[config.mk]
export PLATFORM = sky130hd
export DESIGN_NAME = duh_host_port
export DESIGN_NICKNAME = d
export VERILOG_FILES = /design/src/duh_pkg.sv /design/src/duh_chan_if.sv /design/src/duh_chan_regs.sv /design/src/duh_ready_pin.sv /design/src/duh_host_port.sv
export VERILOG_INCLUDE_DIRS = /design/src
export SDC_FILE = /design/constraint.sdc
export NUM_CORES = 1
export LEC_CHECK = 0
export BUFFER_PORTS_ARGS = -buffer_cell sky130_fd_sc_hd__buf_2
export CELL_PAD_IN_SITES_DETAIL_PLACEMENT = 0
export CELL_PAD_IN_SITES_GLOBAL_PLACEMENT = 2
export CORE_MARGIN = 5
export CORE_UTILIZATION = 36
export CTS_BUF_LIST = sky130_fd_sc_hd__clkbuf_16
export DETAILED_ROUTE_END_ITERATION = 16
export PLACE_DENSITY_LB_ADDON = 0.1
export SLEW_MARGIN = 20
export SYNTH_ARGS = -nofsm -noshare
export SYNTH_HDL_FRONTEND = slang
export SYNTH_HIERARCHICAL = 1
export SYNTH_SLANG_ARGS = --single-unit
[constraint.sdc]
create_clock -name sys_clk -period 2.3 [get_ports sys_clk]
set_input_delay 0.115 -clock sys_clk [delete_from_list [all_inputs] [get_ports sys_clk]]
set_output_delay 0.115 -clock sys_clk [all_outputs]
set_load 0.02 [all_outputs]
[src/duh_consts.svh]
`ifndef DUH_CONSTS_SVH
`define DUH_CONSTS_SVH

// Host bus widths
`define DUH_DATA_W        8
`define DUH_ADDR_W        3

// Register offsets within one channel's set
`define DUH_REG_DATA      3'h0
`define DUH_REG_IEN       3'h1
`define DUH_REG_ISTAT     3'h2
`define DUH_REG_FCTL      3'h2
`define DUH_REG_LCTL      3'h3
`define DUH_REG_MCTL      3'h4
`define DUH_REG_LSTAT     3'h5
`define DUH_REG_MSTAT     3'h6
`define DUH_REG_SCRATCH   3'h7
`define DUH_REG_DIV_LO    3'h0
`define DUH_REG_DIV_HI    3'h1
`define DUH_REG_EFR       3'h2

// Field positions
`define DUH_FCR_FIFO_EN   0
`define DUH_FCR_BLOCK     3
`define DUH_LCR_DLAB      7
`define DUH_LSR_RX_DATA   0
`define DUH_LSR_THR_EMPTY 5
`define DUH_LSR_TX_EMPTY  6
`define DUH_LCR_ENH_KEY   8'hbf

// Reset values
`define DUH_RST_ZERO      8'h00
`define DUH_RST_DIV_LO    8'h01
`define DUH_RST_DIV_HI    8'h00
`define DUH_RST_LCR       8'h00
`define DUH_RST_ISR       8'h01
`define DUH_DIV_ZERO      8'h00

// Reset pulse timing
`define DUH_RST_MIN_NS    40
`define DUH_CLK_PERIOD_NS 4

`endif

[src/duh_pkg.sv]
package duh_pkg;
    // Bus style chosen by the style strap
    typedef enum logic {
        DUH_BUS_RWLINE = 1'b0,
        DUH_BUS_STROBE = 1'b1
    } duh_bus_style_t;

    // Host access phase, Gray coded along idle, active, done
    typedef enum logic [1:0] {
        DUH_IDLE   = 2'b00,
        DUH_ACTIVE = 2'b01,
        DUH_DONE   = 2'b11
    } duh_phase_t;
endpackage : duh_pkg

[src/duh_chan_if.sv]
`timescale 1ns/10ps
`include "duh_consts.svh"
// Per-channel access path from the host decoder to one register set
interface duh_chan_if;
    logic                      wr_pulse;
    logic                      rd_pulse;
    logic [`DUH_ADDR_W-1:0]    addr;
    logic [`DUH_DATA_W-1:0]    wdata;
    logic [`DUH_DATA_W-1:0]    rdata;
    logic                      fifo_en;
    logic                      block_mode;

    modport host (output wr_pulse, rd_pulse, addr, wdata, input rdata, fifo_en, block_mode);
    modport chan (input wr_pulse, rd_pulse, addr, wdata, output rdata, fifo_en, block_mode);
endinterface : duh_chan_if

[src/duh_chan_regs.sv]
`timescale 1ns/10ps
`include "duh_consts.svh"
// One channel's independent register set, read data held in a register
module duh_chan_regs #(
    parameter logic [7:0] DEV_ID  = 8'h5a, // Arbitrary identification value
    parameter logic [7:0] DEV_REV = 8'h07  // Arbitrary revision value
) (
    input  wire logic   sys_clk,
    input  wire logic   rst,
    duh_chan_if.chan    bus,
    input  wire logic   thr_empty,
    input  wire logic   tx_idle,
    input  wire logic   rx_has_data,
    input  wire logic [7:0] rx_byte,
    input  wire logic [7:0] ist_in,
    input  wire logic [7:0] mst_in
);
    logic [7:0] ier;
    logic [7:0] fifo_control_reg;
    logic [7:0] lcr;
    logic [7:0] mcr;
    logic [7:0] spr;
    logic [7:0] dll;
    logic [7:0] divisor_high;
    logic [7:0] efr;
    logic [7:0] thr;
    logic [7:0] rd_q;
    logic [7:0] line_status_reg;
    logic       dlab;
    logic       id_mode;

    assign dlab    = lcr[`DUH_LCR_DLAB];
    assign id_mode = (dll == `DUH_DIV_ZERO) && (divisor_high == `DUH_DIV_ZERO); // RULE5

    // Receive-data and transmit status bits for the host
    always_comb begin
        line_status_reg = `DUH_RST_ZERO;
        line_status_reg[`DUH_LSR_RX_DATA]   = rx_has_data;
        line_status_reg[`DUH_LSR_THR_EMPTY] = thr_empty; // RULE15
        line_status_reg[`DUH_LSR_TX_EMPTY]  = tx_idle;   // RULE15
    end

    // Register writes, each channel fully separate
    always_ff @(posedge sys_clk) begin
        if (rst) begin // RULE3
            ier <= `DUH_RST_ZERO;
            fifo_control_reg <= `DUH_RST_ZERO;
            lcr <= `DUH_RST_LCR;
            mcr <= `DUH_RST_ZERO;
            spr <= `DUH_RST_ZERO;
            dll <= `DUH_RST_DIV_LO;
            divisor_high <= `DUH_RST_DIV_HI;
            efr <= `DUH_RST_ZERO;
            thr <= `DUH_RST_ZERO;
        end else if (bus.wr_pulse) begin // RULE16
            case (bus.addr)
                `DUH_REG_DATA: begin
                    if (dlab) dll <= bus.wdata;
                    else thr <= bus.wdata;
                end
                `DUH_REG_IEN: begin
                    if (dlab) divisor_high <= bus.wdata;
                    else ier <= bus.wdata;
                end
                `DUH_REG_FCTL: begin
                    if (lcr == `DUH_LCR_ENH_KEY) efr <= bus.wdata;
                    else fifo_control_reg <= bus.wdata; // RULE10
                end
                `DUH_REG_LCTL:    lcr <= bus.wdata;
                `DUH_REG_MCTL:    mcr <= bus.wdata;
                `DUH_REG_SCRATCH: spr <= bus.wdata;
                default: ;
            endcase
        end
    end

    // Read data captured on the read pulse; divisor reads show identity and revision when both zero
    always_ff @(posedge sys_clk) begin
        if (rst) begin
            rd_q <= `DUH_RST_ZERO;
        end else if (bus.rd_pulse) begin
            case (bus.addr)
                `DUH_REG_DATA:    rd_q <= dlab ? (id_mode ? DEV_REV : dll) : rx_byte; // RULE5
                `DUH_REG_IEN:     rd_q <= dlab ? (id_mode ? DEV_ID : divisor_high) : ier;      // RULE5
                `DUH_REG_ISTAT:   rd_q <= (lcr == `DUH_LCR_ENH_KEY) ? efr : ist_in;
                `DUH_REG_LCTL:    rd_q <= lcr;
                `DUH_REG_MCTL:    rd_q <= mcr;
                `DUH_REG_LSTAT:   rd_q <= line_status_reg;
                `DUH_REG_MSTAT:   rd_q <= mst_in;
                `DUH_REG_SCRATCH: rd_q <= spr;
                default:          rd_q <= `DUH_RST_ZERO;
            endcase
        end
    end

    assign bus.rdata      = rd_q;
    assign bus.fifo_en    = fifo_control_reg[`DUH_FCR_FIFO_EN];
    assign bus.block_mode = fifo_control_reg[`DUH_FCR_BLOCK];
endmodule : duh_chan_regs

[src/duh_ready_pin.sv]
`timescale 1ns/10ps
// Ready-pin logic for one channel, registered outputs
module duh_ready_pin (
    input  wire logic sys_clk,
    input  wire logic rst,
    input  wire logic fifo_en,
    input  wire logic block_mode,
    input  wire logic rx_empty,
    input  wire logic rx_trig,
    input  wire logic rx_timeout,
    input  wire logic tx_empty,
    input  wire logic tx_full,
    output logic      rx_ready_n,
    output logic      tx_ready_n
);
    // Receive pin: level in single mode, set/hold in block mode
    always_ff @(posedge sys_clk) begin
        if (rst) begin
            rx_ready_n <= 1'b1;
        end else if (!fifo_en || !block_mode) begin
            rx_ready_n <= rx_empty; // RULE11
        end else if (rx_trig || rx_timeout) begin
            rx_ready_n <= 1'b0; // RULE13
        end else if (rx_empty) begin
            rx_ready_n <= 1'b1; // RULE13
        end
    end

    // Transmit pin: empty-paced in single mode, full-paced in block mode
    always_ff @(posedge sys_clk) begin
        if (rst) begin
            tx_ready_n <= 1'b0;
        end else if (fifo_en && block_mode) begin
            tx_ready_n <= tx_full; // RULE14
        end else begin
            tx_ready_n <= !tx_empty; // RULE12
        end
    end
endmodule : duh_ready_pin

[src/duh_host_port.sv]
`timescale 1ns/10ps
`include "duh_consts.svh"
// Notes on behaviour
// RULE1: Shared 8-bit data bus and 3 address lines serve both channels.
// RULE2: Host cycles decode from selects and strobes, no serial clock.
// RULE3: Reset over 40 ns restores registers and outputs of both channels.
// RULE4: Reset active high in strobe style, low in read/write style.
// RULE5: Both divisors zero: high divisor reads identity, low reads revision.
// RULE6: Style strap high picks strobe bus, low read/write-line bus.
// RULE7: Strobe style: A low picks A, B low B, both write both.
// RULE8: Host never reads with both selects asserted.
// RULE9: Read/write style: select low, address bit picks channel.
// RULE10: Block bit clear gives single-character mode, set gives block mode.
// RULE11: Single mode: receive ready low while receive FIFO not empty.
// RULE12: Single mode: transmit ready low only when transmit FIFO empty.
// RULE13: Block mode: receive ready falls at trigger or time-out, rises at empty.
// RULE14: Block mode: transmit ready low while transmit FIFO not full.
// RULE15: Line status bits 5 and 6 show transmitter empty and space; the code puts space in bit 5 and transmitter empty in bit 6.
// RULE16: Each channel has its own register set.
// RULE17: Ready logic takes FIFO occupancy, trigger and time-out inputs.
module duh_host_port #(
    parameter logic [7:0] DEV_ID  = 8'h5a, // Arbitrary identification value
    parameter logic [7:0] DEV_REV = 8'h07  // Arbitrary revision value
) (
    input  wire logic        sys_clk,
    input  wire logic        rst,
    input  wire logic        reset_pin,
    input  wire logic        bus_style,
    input  wire logic        chan_a_select_n,
    input  wire logic        chan_b_select_n,
    input  wire logic        channel_addr_bit,
    input  wire logic        read_strobe_n,
    input  wire logic        write_strobe_n,
    input  wire logic [2:0]  addr,
    input  wire logic [7:0]  data_in,
    output logic      [7:0]  data_out,
    output logic             data_oe,
    output logic             chip_reset,
    input  wire logic [1:0]  rx_empty,
    input  wire logic [1:0]  rx_trig,
    input  wire logic [1:0]  rx_timeout,
    input  wire logic [1:0]  tx_empty,
    input  wire logic [1:0]  tx_full,
    input  wire logic [1:0]  tx_idle,
    input  wire logic [15:0] rx_byte,
    input  wire logic [15:0] ist_in,
    input  wire logic [15:0] mst_in,
    output logic      [1:0]  rx_ready_n,
    output logic      [1:0]  tx_ready_n,
    output logic      [1:0]  fifo_en,
    output logic      [1:0]  block_mode
);
    localparam int RST_CYC_RAW = (`DUH_RST_MIN_NS + `DUH_CLK_PERIOD_NS - 1) / `DUH_CLK_PERIOD_NS;
    localparam int RST_CYC     = (RST_CYC_RAW < 1) ? 1 : RST_CYC_RAW;
    localparam int SYNC_W      = 18;

    logic [SYNC_W-1:0] sync1;
    logic [SYNC_W-1:0] sync2;
    logic [SYNC_W-1:0] raw;
    logic       style;
    logic       cs_a_n;
    logic       cs_b_n;
    logic       a3;
    logic       rd_n;
    logic       wr_n;
    logic       rst_pin_s;
    logic [2:0] addr_s;
    logic [7:0] wdata_s;
    logic       rst_act;
    logic [3:0] rst_cnt;
    logic       sel_a;
    logic       sel_b;
    logic       rd_req;
    logic       wr_req;
    logic       next_rd_pulse;
    logic       next_wr_pulse;
    logic       dev_rst;
    logic       rd_pend;
    logic       rd_chan_b;
    duh_pkg::duh_phase_t phase;
    duh_pkg::duh_phase_t next_phase;

    duh_chan_if ch_a ();
    duh_chan_if ch_b ();

    assign raw = {bus_style, chan_a_select_n, chan_b_select_n, channel_addr_bit,
                  read_strobe_n, write_strobe_n, reset_pin, addr, data_in};

    // Pins come from outside, two flops before any logic sees them
    always_ff @(posedge sys_clk) begin
        if (rst) begin
            sync1 <= {SYNC_W{1'b1}};
            sync2 <= {SYNC_W{1'b1}};
        end else begin
            sync1 <= raw;
            sync2 <= sync1;
        end
    end

    assign style     = sync2[17];
    assign cs_a_n    = sync2[16];
    assign cs_b_n    = sync2[15];
    assign a3        = sync2[14];
    assign rd_n      = sync2[13];
    assign wr_n      = sync2[12];
    assign rst_pin_s = sync2[11];
    assign addr_s    = sync2[10:8];
    assign wdata_s   = sync2[7:0];

    // Reset pin polarity set by the bus style strap
    assign rst_act = (style == duh_pkg::DUH_BUS_STROBE) ? rst_pin_s : !rst_pin_s; // RULE4

    // Pin reset must stand for the minimum pulse before it takes effect
    always_ff @(posedge sys_clk) begin
        if (rst || !rst_act) begin
            rst_cnt <= 4'h0;
        end else if (rst_cnt != RST_CYC[3:0]) begin
            rst_cnt <= rst_cnt + 4'h1;
        end
    end

    always_ff @(posedge sys_clk) begin
        if (rst) begin
            dev_rst <= 1'b1;
        end else begin
            dev_rst <= rst_act && (rst_cnt == RST_CYC[3:0]); // RULE3
        end
    end

    // Channel decode per bus style
    always_comb begin
        if (style == duh_pkg::DUH_BUS_STROBE) begin // RULE6
            sel_a  = !cs_a_n; // RULE7
            sel_b  = !cs_b_n; // RULE7
            rd_req = !rd_n && (sel_a ^ sel_b); // RULE8
            wr_req = !wr_n && (sel_a || sel_b);
        end else begin
            sel_a  = !cs_a_n && !a3; // RULE9
            sel_b  = !cs_a_n && a3;  // RULE9
            rd_req = !cs_a_n && wr_n;
            wr_req = !cs_a_n && !wr_n;
        end
    end

    // One pulse per strobe: act once, then wait for the strobe to go away
    always_comb begin
        next_phase    = phase;
        next_rd_pulse = 1'b0;
        next_wr_pulse = 1'b0;
        case (phase)
            duh_pkg::DUH_IDLE: begin
                if (wr_req) begin
                    next_wr_pulse = 1'b1;
                    next_phase    = duh_pkg::DUH_ACTIVE;
                end else if (rd_req) begin
                    next_rd_pulse = 1'b1;
                    next_phase    = duh_pkg::DUH_ACTIVE;
                end
            end
            duh_pkg::DUH_ACTIVE: next_phase = duh_pkg::DUH_DONE;
            duh_pkg::DUH_DONE: begin
                if (!rd_req && !wr_req) next_phase = duh_pkg::DUH_IDLE;
            end
            default: next_phase = duh_pkg::DUH_IDLE;
        endcase
    end

    always_ff @(posedge sys_clk) begin
        if (rst || dev_rst) begin
            phase <= duh_pkg::DUH_IDLE;
        end else begin
            phase <= next_phase; // RULE2
        end
    end

    // Access pulses fan out to the selected register sets
    always_comb begin
        ch_a.wr_pulse = next_wr_pulse && sel_a; // RULE7
        ch_b.wr_pulse = next_wr_pulse && sel_b;
        ch_a.rd_pulse = next_rd_pulse && sel_a;
        ch_b.rd_pulse = next_rd_pulse && sel_b;
        ch_a.addr     = addr_s; // RULE1
        ch_b.addr     = addr_s;
        ch_a.wdata    = wdata_s;
        ch_b.wdata    = wdata_s;
    end

    // Remember which channel answers the pending read
    always_ff @(posedge sys_clk) begin
        if (rst || dev_rst) begin
            rd_pend   <= 1'b0;
            rd_chan_b <= 1'b0;
        end else begin
            rd_pend <= next_rd_pulse;
            if (next_rd_pulse) rd_chan_b <= sel_b;
        end
    end

    // Shared data bus, driven while the read strobe stands
    always_ff @(posedge sys_clk) begin
        if (rst || dev_rst) begin
            data_out <= 8'h00;
            data_oe  <= 1'b0;
        end else begin
            if (rd_pend) data_out <= rd_chan_b ? ch_b.rdata : ch_a.rdata; // RULE1
            data_oe <= (phase != duh_pkg::DUH_IDLE) && rd_req;
        end
    end

    // Reset seen by the serial engines of both channels
    always_ff @(posedge sys_clk) begin
        if (rst) begin
            chip_reset <= 1'b1;
        end else begin
            chip_reset <= dev_rst; // RULE3
        end
    end

    // Mode bits reported to the FIFO blocks
    always_ff @(posedge sys_clk) begin
        if (rst || dev_rst) begin
            fifo_en    <= 2'h0;
            block_mode <= 2'h0;
        end else begin
            fifo_en    <= {ch_b.fifo_en, ch_a.fifo_en};
            block_mode <= {ch_b.block_mode, ch_a.block_mode}; // RULE10
        end
    end

    duh_chan_regs #(.DEV_ID(DEV_ID), .DEV_REV(DEV_REV)) u_regs_a (
        .sys_clk     (sys_clk),
        .rst         (rst || dev_rst),
        .bus         (ch_a),
        .thr_empty   (!tx_full[0]),
        .tx_idle     (tx_idle[0]),
        .rx_has_data (!rx_empty[0]),
        .rx_byte     (rx_byte[7:0]),
        .ist_in      (ist_in[7:0]),
        .mst_in      (mst_in[7:0])
    ); // RULE16

    duh_chan_regs #(.DEV_ID(DEV_ID), .DEV_REV(DEV_REV)) u_regs_b (
        .sys_clk     (sys_clk),
        .rst         (rst || dev_rst),
        .bus         (ch_b),
        .thr_empty   (!tx_full[1]),
        .tx_idle     (tx_idle[1]),
        .rx_has_data (!rx_empty[1]),
        .rx_byte     (rx_byte[15:8]),
        .ist_in      (ist_in[15:8]),
        .mst_in      (mst_in[15:8])
    );

    // Ready pins per channel fed by FIFO status inputs
    duh_ready_pin u_rdy_a (
        .sys_clk    (sys_clk),
        .rst        (rst || dev_rst),
        .fifo_en    (ch_a.fifo_en),
        .block_mode (ch_a.block_mode),
        .rx_empty   (rx_empty[0]),
        .rx_trig    (rx_trig[0]),
        .rx_timeout (rx_timeout[0]),
        .tx_empty   (tx_empty[0]),
        .tx_full    (tx_full[0]),
        .rx_ready_n (rx_ready_n[0]),
        .tx_ready_n (tx_ready_n[0])
    ); // RULE17

    duh_ready_pin u_rdy_b (
        .sys_clk    (sys_clk),
        .rst        (rst || dev_rst),
        .fifo_en    (ch_b.fifo_en),
        .block_mode (ch_b.block_mode),
        .rx_empty   (rx_empty[1]),
        .rx_trig    (rx_trig[1]),
        .rx_timeout (rx_timeout[1]),
        .tx_empty   (tx_empty[1]),
        .tx_full    (tx_full[1]),
        .rx_ready_n (rx_ready_n[1]),
        .tx_ready_n (tx_ready_n[1])
    ); // RULE17
endmodule : duh_host_port

==> metrics, run 1 <==
FP Rows=57; Syn-to-layout area delta=19.40%; Final ANT Viol Nets=0; worst-path cell chain=ha_2, nand3b_1, or2_1, a21o_1, nor2_1, o21bai_1, nor4_2, a22oi_1, o211ai_1; clk_lat worst skew=~430 ps; number of iterations in the first detailed-routing pass=5; initial antenna violation count=0; P per Cell Area=about 650 nW/um^2; maximum vdd drop=between 0.3 and 0.4 mV; Crit-path slowest cell=dfxtp_1; biggest regs=sync1 x18, sync2 x18; io pins=just under 100; EDFF count, synth=0; critical path depth=9; critical path data arrival time=about 2500 ps; worst path bufs/invs=0; Tightest Hold Check Type=input port to flop; top-area cell type share of the netlist area=between 40% and 50%; largest net degree at the start of global routing=39; maximum level of the CTS H-tree=4; Logic pwr share=~6.2%; Horiz. Die Dim=around 170 microns; RSZ-0062 raised after global routing=true; CTS tree=yes; Reg2Reg Depth=9; setup_tns=0 ps; Max FO, Critical Path=4; launch point of the worst path=sync2[16]; Initial Util=a little over a third; CP Capture Type=flop; post-synth top area cell=dfxtp_1; Slew Viols, Final=0; P_leak=3.901 nW; synth top area cells=dfxtp_1, mux2i_1, nand2_1, a21oi_1, nor2_1; Setup Viol. Count Final=0; Final Non-Filler Cells=around 1400; Ys Warns=6; syn_area_per_cell=roughly 9.0 sq um; global-route wire length before repair=between 40000 and 50000 microns; CP startpoint kind=flop; setup bufs post-CTS=0; Placed Cells=~1400; Primary FF master, synth=dfxtp_1; TritonCTS Buffers=17; CTS Buffer Depth=2; routed vias/inst=5.041; overall routing resource usage=19.62%; Psw=about 1.7 mW; layout cell share with drive strength beyond 1=between 20% and 30%; Distinct cells, synth=58; Flop pwr share=about half; register area share after synthesis=between 40% and 50%; maxcap violations=0; fmax=between 400 and 500 MHz; routed len/inst=~19 microns; Tmin final=2135 ps; Final Hold Viols=0; reg2reg start=sync2[16]; Syn Std Cell Area=between 8000 and 9000 sq um; Crit Path Class=flop to flop; CP endpoint=u_regs_b/bus.rdata[1]; die area=~27000 sq um; Synth async-reset ratio=0%; HPWL after DPL=18450 microns; n_diodes=0; largest stage delay on the critical path=340 ps; clock sink total=a little under 200; Layout fillers=2493; Clk pwr share=between 40% and 50%; Slew headroom=~44%; clock slew at reported path FFs=roughly 70 ps; vias in the first global route=6857; Reg2Reg Capture Point=u_regs_b/bus.rdata[1]; worst slew pin tran=831.7 ps; CTS root buf=clkbuf_16; Core Region=24110 sq um; Worst Path Required=between 2000 and 3000 ps; Vias=7133; Final Cycle Share=92.83%; Placed Area=~9600 sq um; global route overflow=0; flop-to-flop setup slack=160 ps; Worst Clk Skew=11.68 ps; die height=165.6 microns; FF+latch count, synth=approximately 200; synthesized net count=1046; Internal=~5.1 mW; switch share=24.55%; WL final=approximately 27000 microns; outcome=completed; Post-Syn Instances=between 900 and 1000; critical path's top delay family=simple AND/OR/NAND/NOR gates; GP Congestion=just under 0.8; post-route cell area=roughly 10000 sq um; drt first-iter violations=approximately 500; fin nets=between 1000 and 1500; number of I/O port buffers=slightly below 100; DRC Markers=0
[power groups by stage]
stage	sequential (mW)	combinational (mW)	clock, mW
detailed placement	3.54	0.391	0
floorplan	3.52	0.207	0
global placement	3.54	0.393	0
CTS	3.46	0.422	2.98
finish	3.46	0.419	2.89
global route	3.46	0.459	3.09
[synth_stat cells (11+ instances only)]
cell type,instances
nand2b_1,21
clkbuf_1,43
nor3b_1,12
nand3_1,21
o21ai_0,20
nor2_1,84
a21oi_1,76
clkbuf_8,16
inv_1,11
dfxtp_1,195
nand2_1,149
o211ai_1,16
a21o_1,12
or2_2,38
mux2i_1,90
[worst min path at each step]
stage                         from                 end  cells after the start
floorplan               data_in[0]            sync1[0]                      1
global placement    write_strobe_n           sync1[12]                      2
detailed placement  write_strobe_n           sync1[12]                      2
CTS                     rx_trig[1]  u_rdy_b/rx_ready_n                      3
global route            rx_trig[1]  u_rdy_b/rx_ready_n                      3
finish                  rx_trig[0]  u_rdy_a/rx_ready_n                      3
[layout by cell type (no fill, tap or decap), types with 6 or more instances in the layout]
cell type | Yosys | routed
nand3_1 | 21 | 21
nand2b_1 | 21 | 21
o211ai_1 | 16 | 16
clkbuf_16 | 0 | 17
and3_1 | 10 | 10
and2_1 | 6 | 6
nand2_1 | 149 | 149
nand3b_1 | 10 | 10
dlygate4sd3_1 | 0 | 24
nor2_1 | 84 | 83
mux2i_1 | 90 | 90
buf_2 | 4 | 97
buf_4 | 2 | 40
nor3b_1 | 12 | 12
or4_4 | 6 | 6
or2_2 | 38 | 38
a21o_1 | 12 | 12
dfxtp_1 | 195 | 193
a22oi_1 | 8 | 8
a22o_1 | 6 | 6
a211oi_1 | 10 | 10
inv_1 | 11 | 10
a31oi_1 | 8 | 8
o21ai_0 | 20 | 20
mux2_2 | 6 | 6
a21oi_1 | 76 | 76
o2111a_1 | 6 | 6
o221ai_1 | 10 | 10
[kinds of logic (layout without fill, tap and decap cells)]
kind of cell,after synthesis,after routing,share of synthesized area (%)
mux,98,98,11.63
buf+inv,81,209,5.513
fa+ha+maj,4,4,0.5456
xor+xnor,3,3,0.3016
flops,195,195,44.80
simple gates,387,387,22.14
compound gates,195,195,15.08
[routing by layer]
metal / vias to the layer above / global-route usage [%] / wire length (microns)
li1: 3586 / - / -
met1: 3374 / 29.35 / 13650
met2: 155 / 29.66 / 11590
met3: 18 / 3.003 / 1014
met4: 0 / 4.724 / 250
met5: - / 0 / 0
[area by class of cell]
type,instances,area (sq um),area share (%)
clock buffer,17,425.4,4.088
clock inverter,14,126.4,1.215
inverter,11,43.79,0.4209
multi-input combinational,687,4360,41.91
sequential,195,3906,37.54
tap,324,405.4,3.896
timing repair buffer,167,1137,10.93
[through the flow]
step	utilization, %	worst slack (ps)	hold slack, ps	total power [mW]
after floorplan	-	170.3	218.8	3.729
after global placement	39.79	196.5	299.3	3.930
after detailed placement	39.79	178.3	299.8	3.928
after CTS	43.08	147.7	7.086	6.856
after global routing	43.16	-2.371	38.40	7.012
final	43.16	165.0	27.40	6.767
[repair_timing]
action	in CTS	in global routing
setup endpoints to repair	0	5
hold buffers	24	0
gates resized for setup	0	5
endpoints found under the hold margin	22	0
[worst min-delay path, cell delays in order]
cell      delay (ps)
buf_2             70
o211ai_1          80
a21o_1           150
No activity file was read; power rests on OpenSTA's default activity.
==> run 2, diff against run 1 <==
--- a/config.mk
+++ b/config.mk
@@ -9,7 +9,7 @@
 export BUFFER_PORTS_ARGS = -buffer_cell sky130_fd_sc_hd__buf_2
 export CELL_PAD_IN_SITES_DETAIL_PLACEMENT = 0
 export CELL_PAD_IN_SITES_GLOBAL_PLACEMENT = 2
-export CORE_MARGIN = 5
+export CORE_MARGIN = 2
 export CORE_UTILIZATION = 36
 export CTS_BUF_LIST = sky130_fd_sc_hd__clkbuf_16
 export DETAILED_ROUTE_END_ITERATION = 16
@@ -17,5 +17,4 @@
 export SLEW_MARGIN = 20
 export SYNTH_ARGS = -nofsm -noshare
 export SYNTH_HDL_FRONTEND = slang
-export SYNTH_HIERARCHICAL = 1
 export SYNTH_SLANG_ARGS = --single-unit
==> run 2 against run 1 <==
Net effect:
- via count is 1.7% lower
- first-iteration DRC count decreased by 11%
- worst setup slack got worse by 39 ps
- fmax shrank 1.8%
- highest routed layer unchanged
- critical endpoint is now u_regs_a.lcr[6]
- non-clock buffer count increased by 16
- sequential share of layout area shrank 0.17 points
==> metrics, run 2 <==
Syn-to-layout area delta=23.59%; GP Congestion=0.8077 (+4.5%); Final Cycle Share=94.51% (+1.7 points); worst-path cell chain=ha_1, a2111oi_2, nor3b_4, buf_4, and3_1, buf_12, mux2i_1, nor2_1; P per Cell Area=657.7 nW/um^2 (+1.1%); largest stage delay on the critical path=430 ps (+90 ps); Final WS setup=126.3 ps (-38.67 ps); Tmin final=2174 ps (+38.67 ps); Initial Util=36.35% (+0.20 points); Core Region=23260 sq um (-3.5%); synthesized net count=990 (-5.4%); DRC Markers=0 (unchanged); setup_tns=0 ps (unchanged); Final Hold Viols=0 (unchanged); top-area cell type share of the netlist area=46.17% (+1.4 points); n_diodes=0 (unchanged); post-synth top area cell=dfxtp_1; dpl ws=130.4 ps (-47.94 ps); Synth top cells by count=dfxtp_1, nor2_1, mux2i_1, nand2_1, clkbuf_1; Vias=7012 (-1.7%); setup bufs post-CTS=0 (unchanged); Register Area=3905 sq um (about the same); maximum vdd drop=0.3814 mV (+25%); Final ANT Viol Nets=0 (unchanged); FP Rows=56 (-1.8%); FF+latch count, synth=195 (unchanged); global-route wire length before repair=40490 microns (-0.83%); die height=157.3 microns (-5.0%); Ys Warns=0 (-6); syn_area_per_cell=9.323 sq um (+3.0%); number of I/O port buffers=97 (unchanged); synth top area cells=dfxtp_1, mux2i_1, nor2_1, nand2_1, or2_2; die area=24730 sq um (-9.8%); Post-Syn Instances=907 (-5.8%); EDFF count, synth=0 (unchanged); Worst Clk Skew=17.76 ps (+6.078 ps); Max FO, Critical Path=9 (+5); clock slew at reported path FFs=80 ps (about the same); Worst Path Required=2600 ps (-50 ps); P_leak=4.168 nW (+6.9%); Final Non-Filler Cells=1368 (-3.3%); clk_lat worst skew=440 ps (about the same); Horiz. Die Dim=157.3 microns (-5.0%); Layout fillers=2330 (-6.5%); WL final=26400 microns (-0.38%); Crit Path Class=flop to flop; Setup Viol. Count Final=0 (unchanged); HPWL after DPL=18390 microns (-0.33%); count leader, synth=dfxtp_1; drt first-iter violations=447 (-11%); initial antenna violation count=0 (unchanged); worst slew pin tran=1030 ps (+198.5 ps); CTS tree=yes; maximum level of the CTS H-tree=4 (unchanged); clock sink total=195 (unchanged); vias in the first global route=6992 (+2.0%); number of iterations in the first detailed-routing pass=5 (unchanged); register area share after synthesis=46.17% (+1.4 points); global route overflow=0 (unchanged); RSZ-0062 raised after global routing=false; biggest regs=sync1 x18, sync2 x18; Crit-path slowest cell=a2111oi_2; maxcap violations=0 (unchanged); Tightest Hold Check Type=input port to flop; fin nets=1119 (-3.7%); critical path data arrival time=2470 ps (about the same); overall routing resource usage=21.81% (+2.2 points); flop-to-flop setup slack=130 ps (-40 ps); CTS Buffer Depth=2 (unchanged); commonest non-fill, non-tap cells in the layout=dfxtp_1, nor2_1, mux2i_1; outcome=completed; Slew headroom=31.23% (-13 points); routed len/inst=19.30 microns (+3.0%); Placed Cells=1310 (-3.7%); CTS root buf=clkbuf_16; layout cell share with drive strength beyond 1=24.98% (+2.5 points); CP startpoint kind=flop; Syn Std Cell Area=8456 sq um (-3.0%); CP Capture Type=flop; io pins=98 (unchanged); fmax=460.0 MHz (-1.8%); Slew Viols, Final=0 (unchanged); area of the multi-input gates=4177 sq um (-4.2%); routed vias/inst=5.126 (+1.7%); Synth async-reset ratio=0% (unchanged); commonest non-fill, non-tap cell in the layout=dfxtp_1; TritonCTS Buffers=17 (unchanged); Primary FF master, synth=dfxtp_1; Distinct cells, synth=67 (+16%); largest net degree at the start of global routing=47 (+21%)
[run 2: kinds of logic (layout without fill, tap and decap cells)]
logic type	after synthesis	after routing	share of synthesized area, %
XOR/XNOR	3	3	0.3108
adder cells (fa/ha/maj)	4	4	0.5623
multiplexers	135	135	16.65
AND/OR/NAND/NOR	323	323	18.38
flip-flops	195	195	46.17
buffers and inverters	90	232	4.498
AO/OA/AOI/OAI	157	157	13.44
[run 2: per-stage QoR]
| stage | hold slack [ps] | utilization [%] | area, sq um | power, mW |
|---|---|---|---|---|
| floorplan | 210.6 | - | 8456 | 3.712 |
| global placement | 298.0 | 41.20 | 9583 | 3.912 |
| detailed placement | 298.5 | 41.20 | 9583 | 3.919 |
| CTS | 78.93 | 44.92 | 10450 | 6.947 |
| global route | 105.7 | 44.92 | 10450 | 7.114 |
| finish | 85.45 | 44.92 | 10450 | 6.872 |
[run 2: final cells by class]
class / count / share of cell area (%)
clock buffers: 17 / 4.071
clock inverters: 15 / 1.736
inverters: 17 / 0.6346
multi-input cells: 622 / 39.97
flip-flops and latches: 195 / 37.37
well taps: 319 / 3.819
repair buffers: 183 / 12.40
[run 2: worst max-delay path: cells and delay by family (launching register included)]
| family | cells | cell delay (ps) |
|---|---|---|
| AO/OA/AOI/OAI | 1 | 430 |
| adder cells (fa/ha/maj) | 1 | 210 |
| multiplexers | 1 | 200 |
| buffers and inverters | 2 | 350 |
| flip-flops | 1 | 320 |
| AND/OR/NAND/NOR | 3 | 510 |
[run 2: repair_timing]
| action | 4_1_cts | 5_1_grt |
|---|---|---|
| hold buffers | 26 | 0 |
| endpoints found under the hold margin | 22 | 0 |
| gates resized for setup | 0 | 0 |
[run 2: report_power, final]
group          leakage (nW)  switching, mW  internal (mW)
combinational          2.30          0.231          0.193
clock                 0.292           1.53           1.47
sequential             1.58         0.0319           3.41
total                  4.17           1.80           5.08
[run 2: path summary, 6_finish.rpt]
check             startpoint              end  cells past startpoint
setup reg to reg   sync2[15]  u_regs_a.lcr[6]                      8
hold reg to reg    sync1[12]        sync2[12]                      1
setup / recovery   sync2[15]  u_regs_a.lcr[6]                      8
hold / removal           rst  u_regs_a.dll[0]                      4
[run 2: per-layer routing]
metal  GRT usage (%)  part of all wire [%]
met3           3.221                   3.3
met5               0                     0
met4           5.714                   1.2
met1           29.56                    48
met2           36.37                    48
==> run 3, diff against run 2 <==
==> constraint.sdc (replaced) <==
create_clock -name sys_clk -period 2 [get_ports sys_clk]
set_input_delay 0.1 -clock sys_clk [delete_from_list [all_inputs] [get_ports sys_clk]]
set_output_delay 0.1 -clock sys_clk [all_outputs]
set_load 0.02 [all_outputs]
==> run 3 against run 2 <==
Net effect:
- the flow now finishes with violations (setup timing)
- count of clock-buffer cells in the layout did not move
- final cell count up 5.0%
- worst setup slack worse by 150 ps
- utilization up 3.1 points
- routed wire length rose by 5.4%
- sequential power is 15% higher
- critical path type unchanged
- largest cell class unchanged
- largest power group unchanged
==> metrics, run 3 (synthesized netlist as in run 2, its figures left out) <==
Slew Viols, Final=0 (unchanged); Max FO, Critical Path=4 (-5); Crit-path slowest cell=or4_4; fmax=492.9 MHz (+7.1%); largest stage delay on the critical path=540 ps (+110 ps); commonest non-fill, non-tap cells in the layout=dfxtp_1, nor2_1, mux2i_1; worst-path cell chain=or4_4, o41ai_4, buf_4, o221ai_1, o2111a_1, o32ai_2; critical path data arrival time=2380 ps (-90 ps); die height=157.3 microns (unchanged); worst slew pin tran=509.7 ps (-520.4 ps); commonest non-fill, non-tap cell in the layout=dfxtp_1; RSZ-0062 raised after global routing=true; maximum vdd drop=0.5251 mV (+38%); outcome=finished with violations; Tightest Hold Check Type=input port to flop; Final ANT Viol Nets=0 (unchanged); routed len/inst=19.37 microns (+0.38%); maximum level of the CTS H-tree=4 (unchanged); overall routing resource usage=22.92% (+1.1 points); Syn-to-layout area delta=32.10%; initial antenna violation count=0 (unchanged); failing checks=setup timing; dpl ws=-112.4 ps (-242.8 ps); overall power consumption=7.890 mW (+15%); CTS Buffer Depth=2 (unchanged); die area=24730 sq um (unchanged); drt first-iter violations=438 (-2.0%); Layout fillers=2268 (-2.7%); largest net degree at the start of global routing=80 (+70%); GP Congestion=0.8491 (+5.1%); P_leak=4.551 nW (+9.2%); Final Hold Viols=0 (unchanged); Worst Path Required=2350 ps (-250 ps); Crit Path Class=flop to flop; TritonCTS Buffers=17 (unchanged); clk_lat worst skew=440 ps (about the same); Setup Viol. Count Final=2 (+2); Final Non-Filler Cells=1437 (+5.0%); routed vias/inst=5.116 (-0.19%); biggest regs=sync1 x18, sync2 x18; clock slew at reported path FFs=80 ps (about the same); HPWL after DPL=19600 microns (+6.6%); clock sink total=195 (unchanged); WL final=27840 microns (+5.4%); Slew headroom=65.97% (+35 points); CP startpoint kind=flop; Vias=7352 (+4.8%); n_diodes=0 (unchanged); P per Cell Area=706.4 nW/um^2 (+7.4%); global-route wire length before repair=42260 microns (+4.4%); Final WS setup=-28.69 ps (-155.0 ps); maxcap violations=0 (unchanged); Placed Cells=1363 (+4.0%); CP Capture Type=flop; global route overflow=0 (unchanged); fin nets=1188 (+6.2%); Worst Clk Skew=12.67 ps (-5.092 ps); Initial Util=36.35% (unchanged); DRC Markers=0 (unchanged); Core Region=23260 sq um (unchanged); layout cell share with drive strength beyond 1=32.11% (+7.1 points); vias in the first global route=7405 (+5.9%); CTS root buf=clkbuf_16; Final Cycle Share=101.4% (+6.9 points); number of iterations in the first detailed-routing pass=5 (unchanged); io pins=98 (unchanged); Horiz. Die Dim=157.3 microns (unchanged); CTS tree=yes; Tmin final=2029 ps (-145.0 ps); FP Rows=56 (unchanged); number of I/O port buffers=97 (unchanged)
[run 3: final timing paths]
path | startpoint | to | slack, ps | depth (start not counted)
setup / recovery | u_regs_a.dll[6] | u_regs_a.bus.rdata[4] | -30 | 6
hold / removal | rx_byte[0] | u_regs_a.bus.rdata[0] | 50 | 3
hold reg to reg | sync1[6] | sync2[6] | 400 | 1
setup reg to reg | u_regs_a.dll[6] | u_regs_a.bus.rdata[4] | -30 | 6
[run 3: cell type report]
class / instances / area (sq um) / area share, %
Clock buffer: 17 / 425.4 / 3.809
Sequential cell: 195 / 3911 / 35.02
Timing Repair Buffer: 252 / 1893 / 16.95
Inverter: 17 / 66.31 / 0.5937
Clock inverter: 15 / 158.9 / 1.423
Multi-Input combinational cell: 622 / 4315 / 38.64
Tap cell: 319 / 399.1 / 3.573
[run 3: critical path, delay by kind of cell (launching register included)]
family,cells,cell delay [ps]
AO/OA/AOI/OAI,4,880
buffers and inverters,1,180
flip-flops,1,330
AND/OR/NAND/NOR,1,540
[run 3: stage by stage]
| step | area (sq um) | hold slack, ps | util (%) | setup TNS [ps] |
|---|---|---|---|---|
| finish | 11170 | 46.70 | 48.02 | -30.91 |
| global route | 11170 | 72.49 | 48.02 | -4268 |
| CTS | 10920 | 21.13 | 46.94 | -58.48 |
| detailed placement | 10000 | 284.5 | 42.99 | -2733 |
| global placement | 10000 | 282.5 | 42.99 | -241.3 |
| floorplan | 8461 | 195.6 | - | 0 |
[run 3: timing repair]
item | CTS | global route
setup endpoints to repair | 75 | 115
cloned | 0 | 1
hold buffers | 26 | 0
setup buffers | 2 | 13
pin swaps | 4 | 13
gates resized for setup | 12 | 36
endpoints found under the hold margin | 22 | 0
[run 3: per-layer routing]
layer / vias up / part of all wire [%] / GRT usage (%)
li1: 3574 / - / -
met5: - / 0 / 0
met4: 0 / 3.0 / 9.870
met1: 3518 / 45 / 30.15
met3: 43 / 5.3 / 4.157
met2: 217 / 47 / 36.89
[run 3: where the power goes]
group / switching [mW] / internal (mW) / total [mW] / leakage [nW]
clock network: 1.72 / 1.67 / 3.39 / 0.284
logic: 0.293 / 0.253 / 0.546 / 2.69
registers: 0.0282 / 3.93 / 3.95 / 1.58
total: 2.04 / 5.85 / 7.89 / 4.55
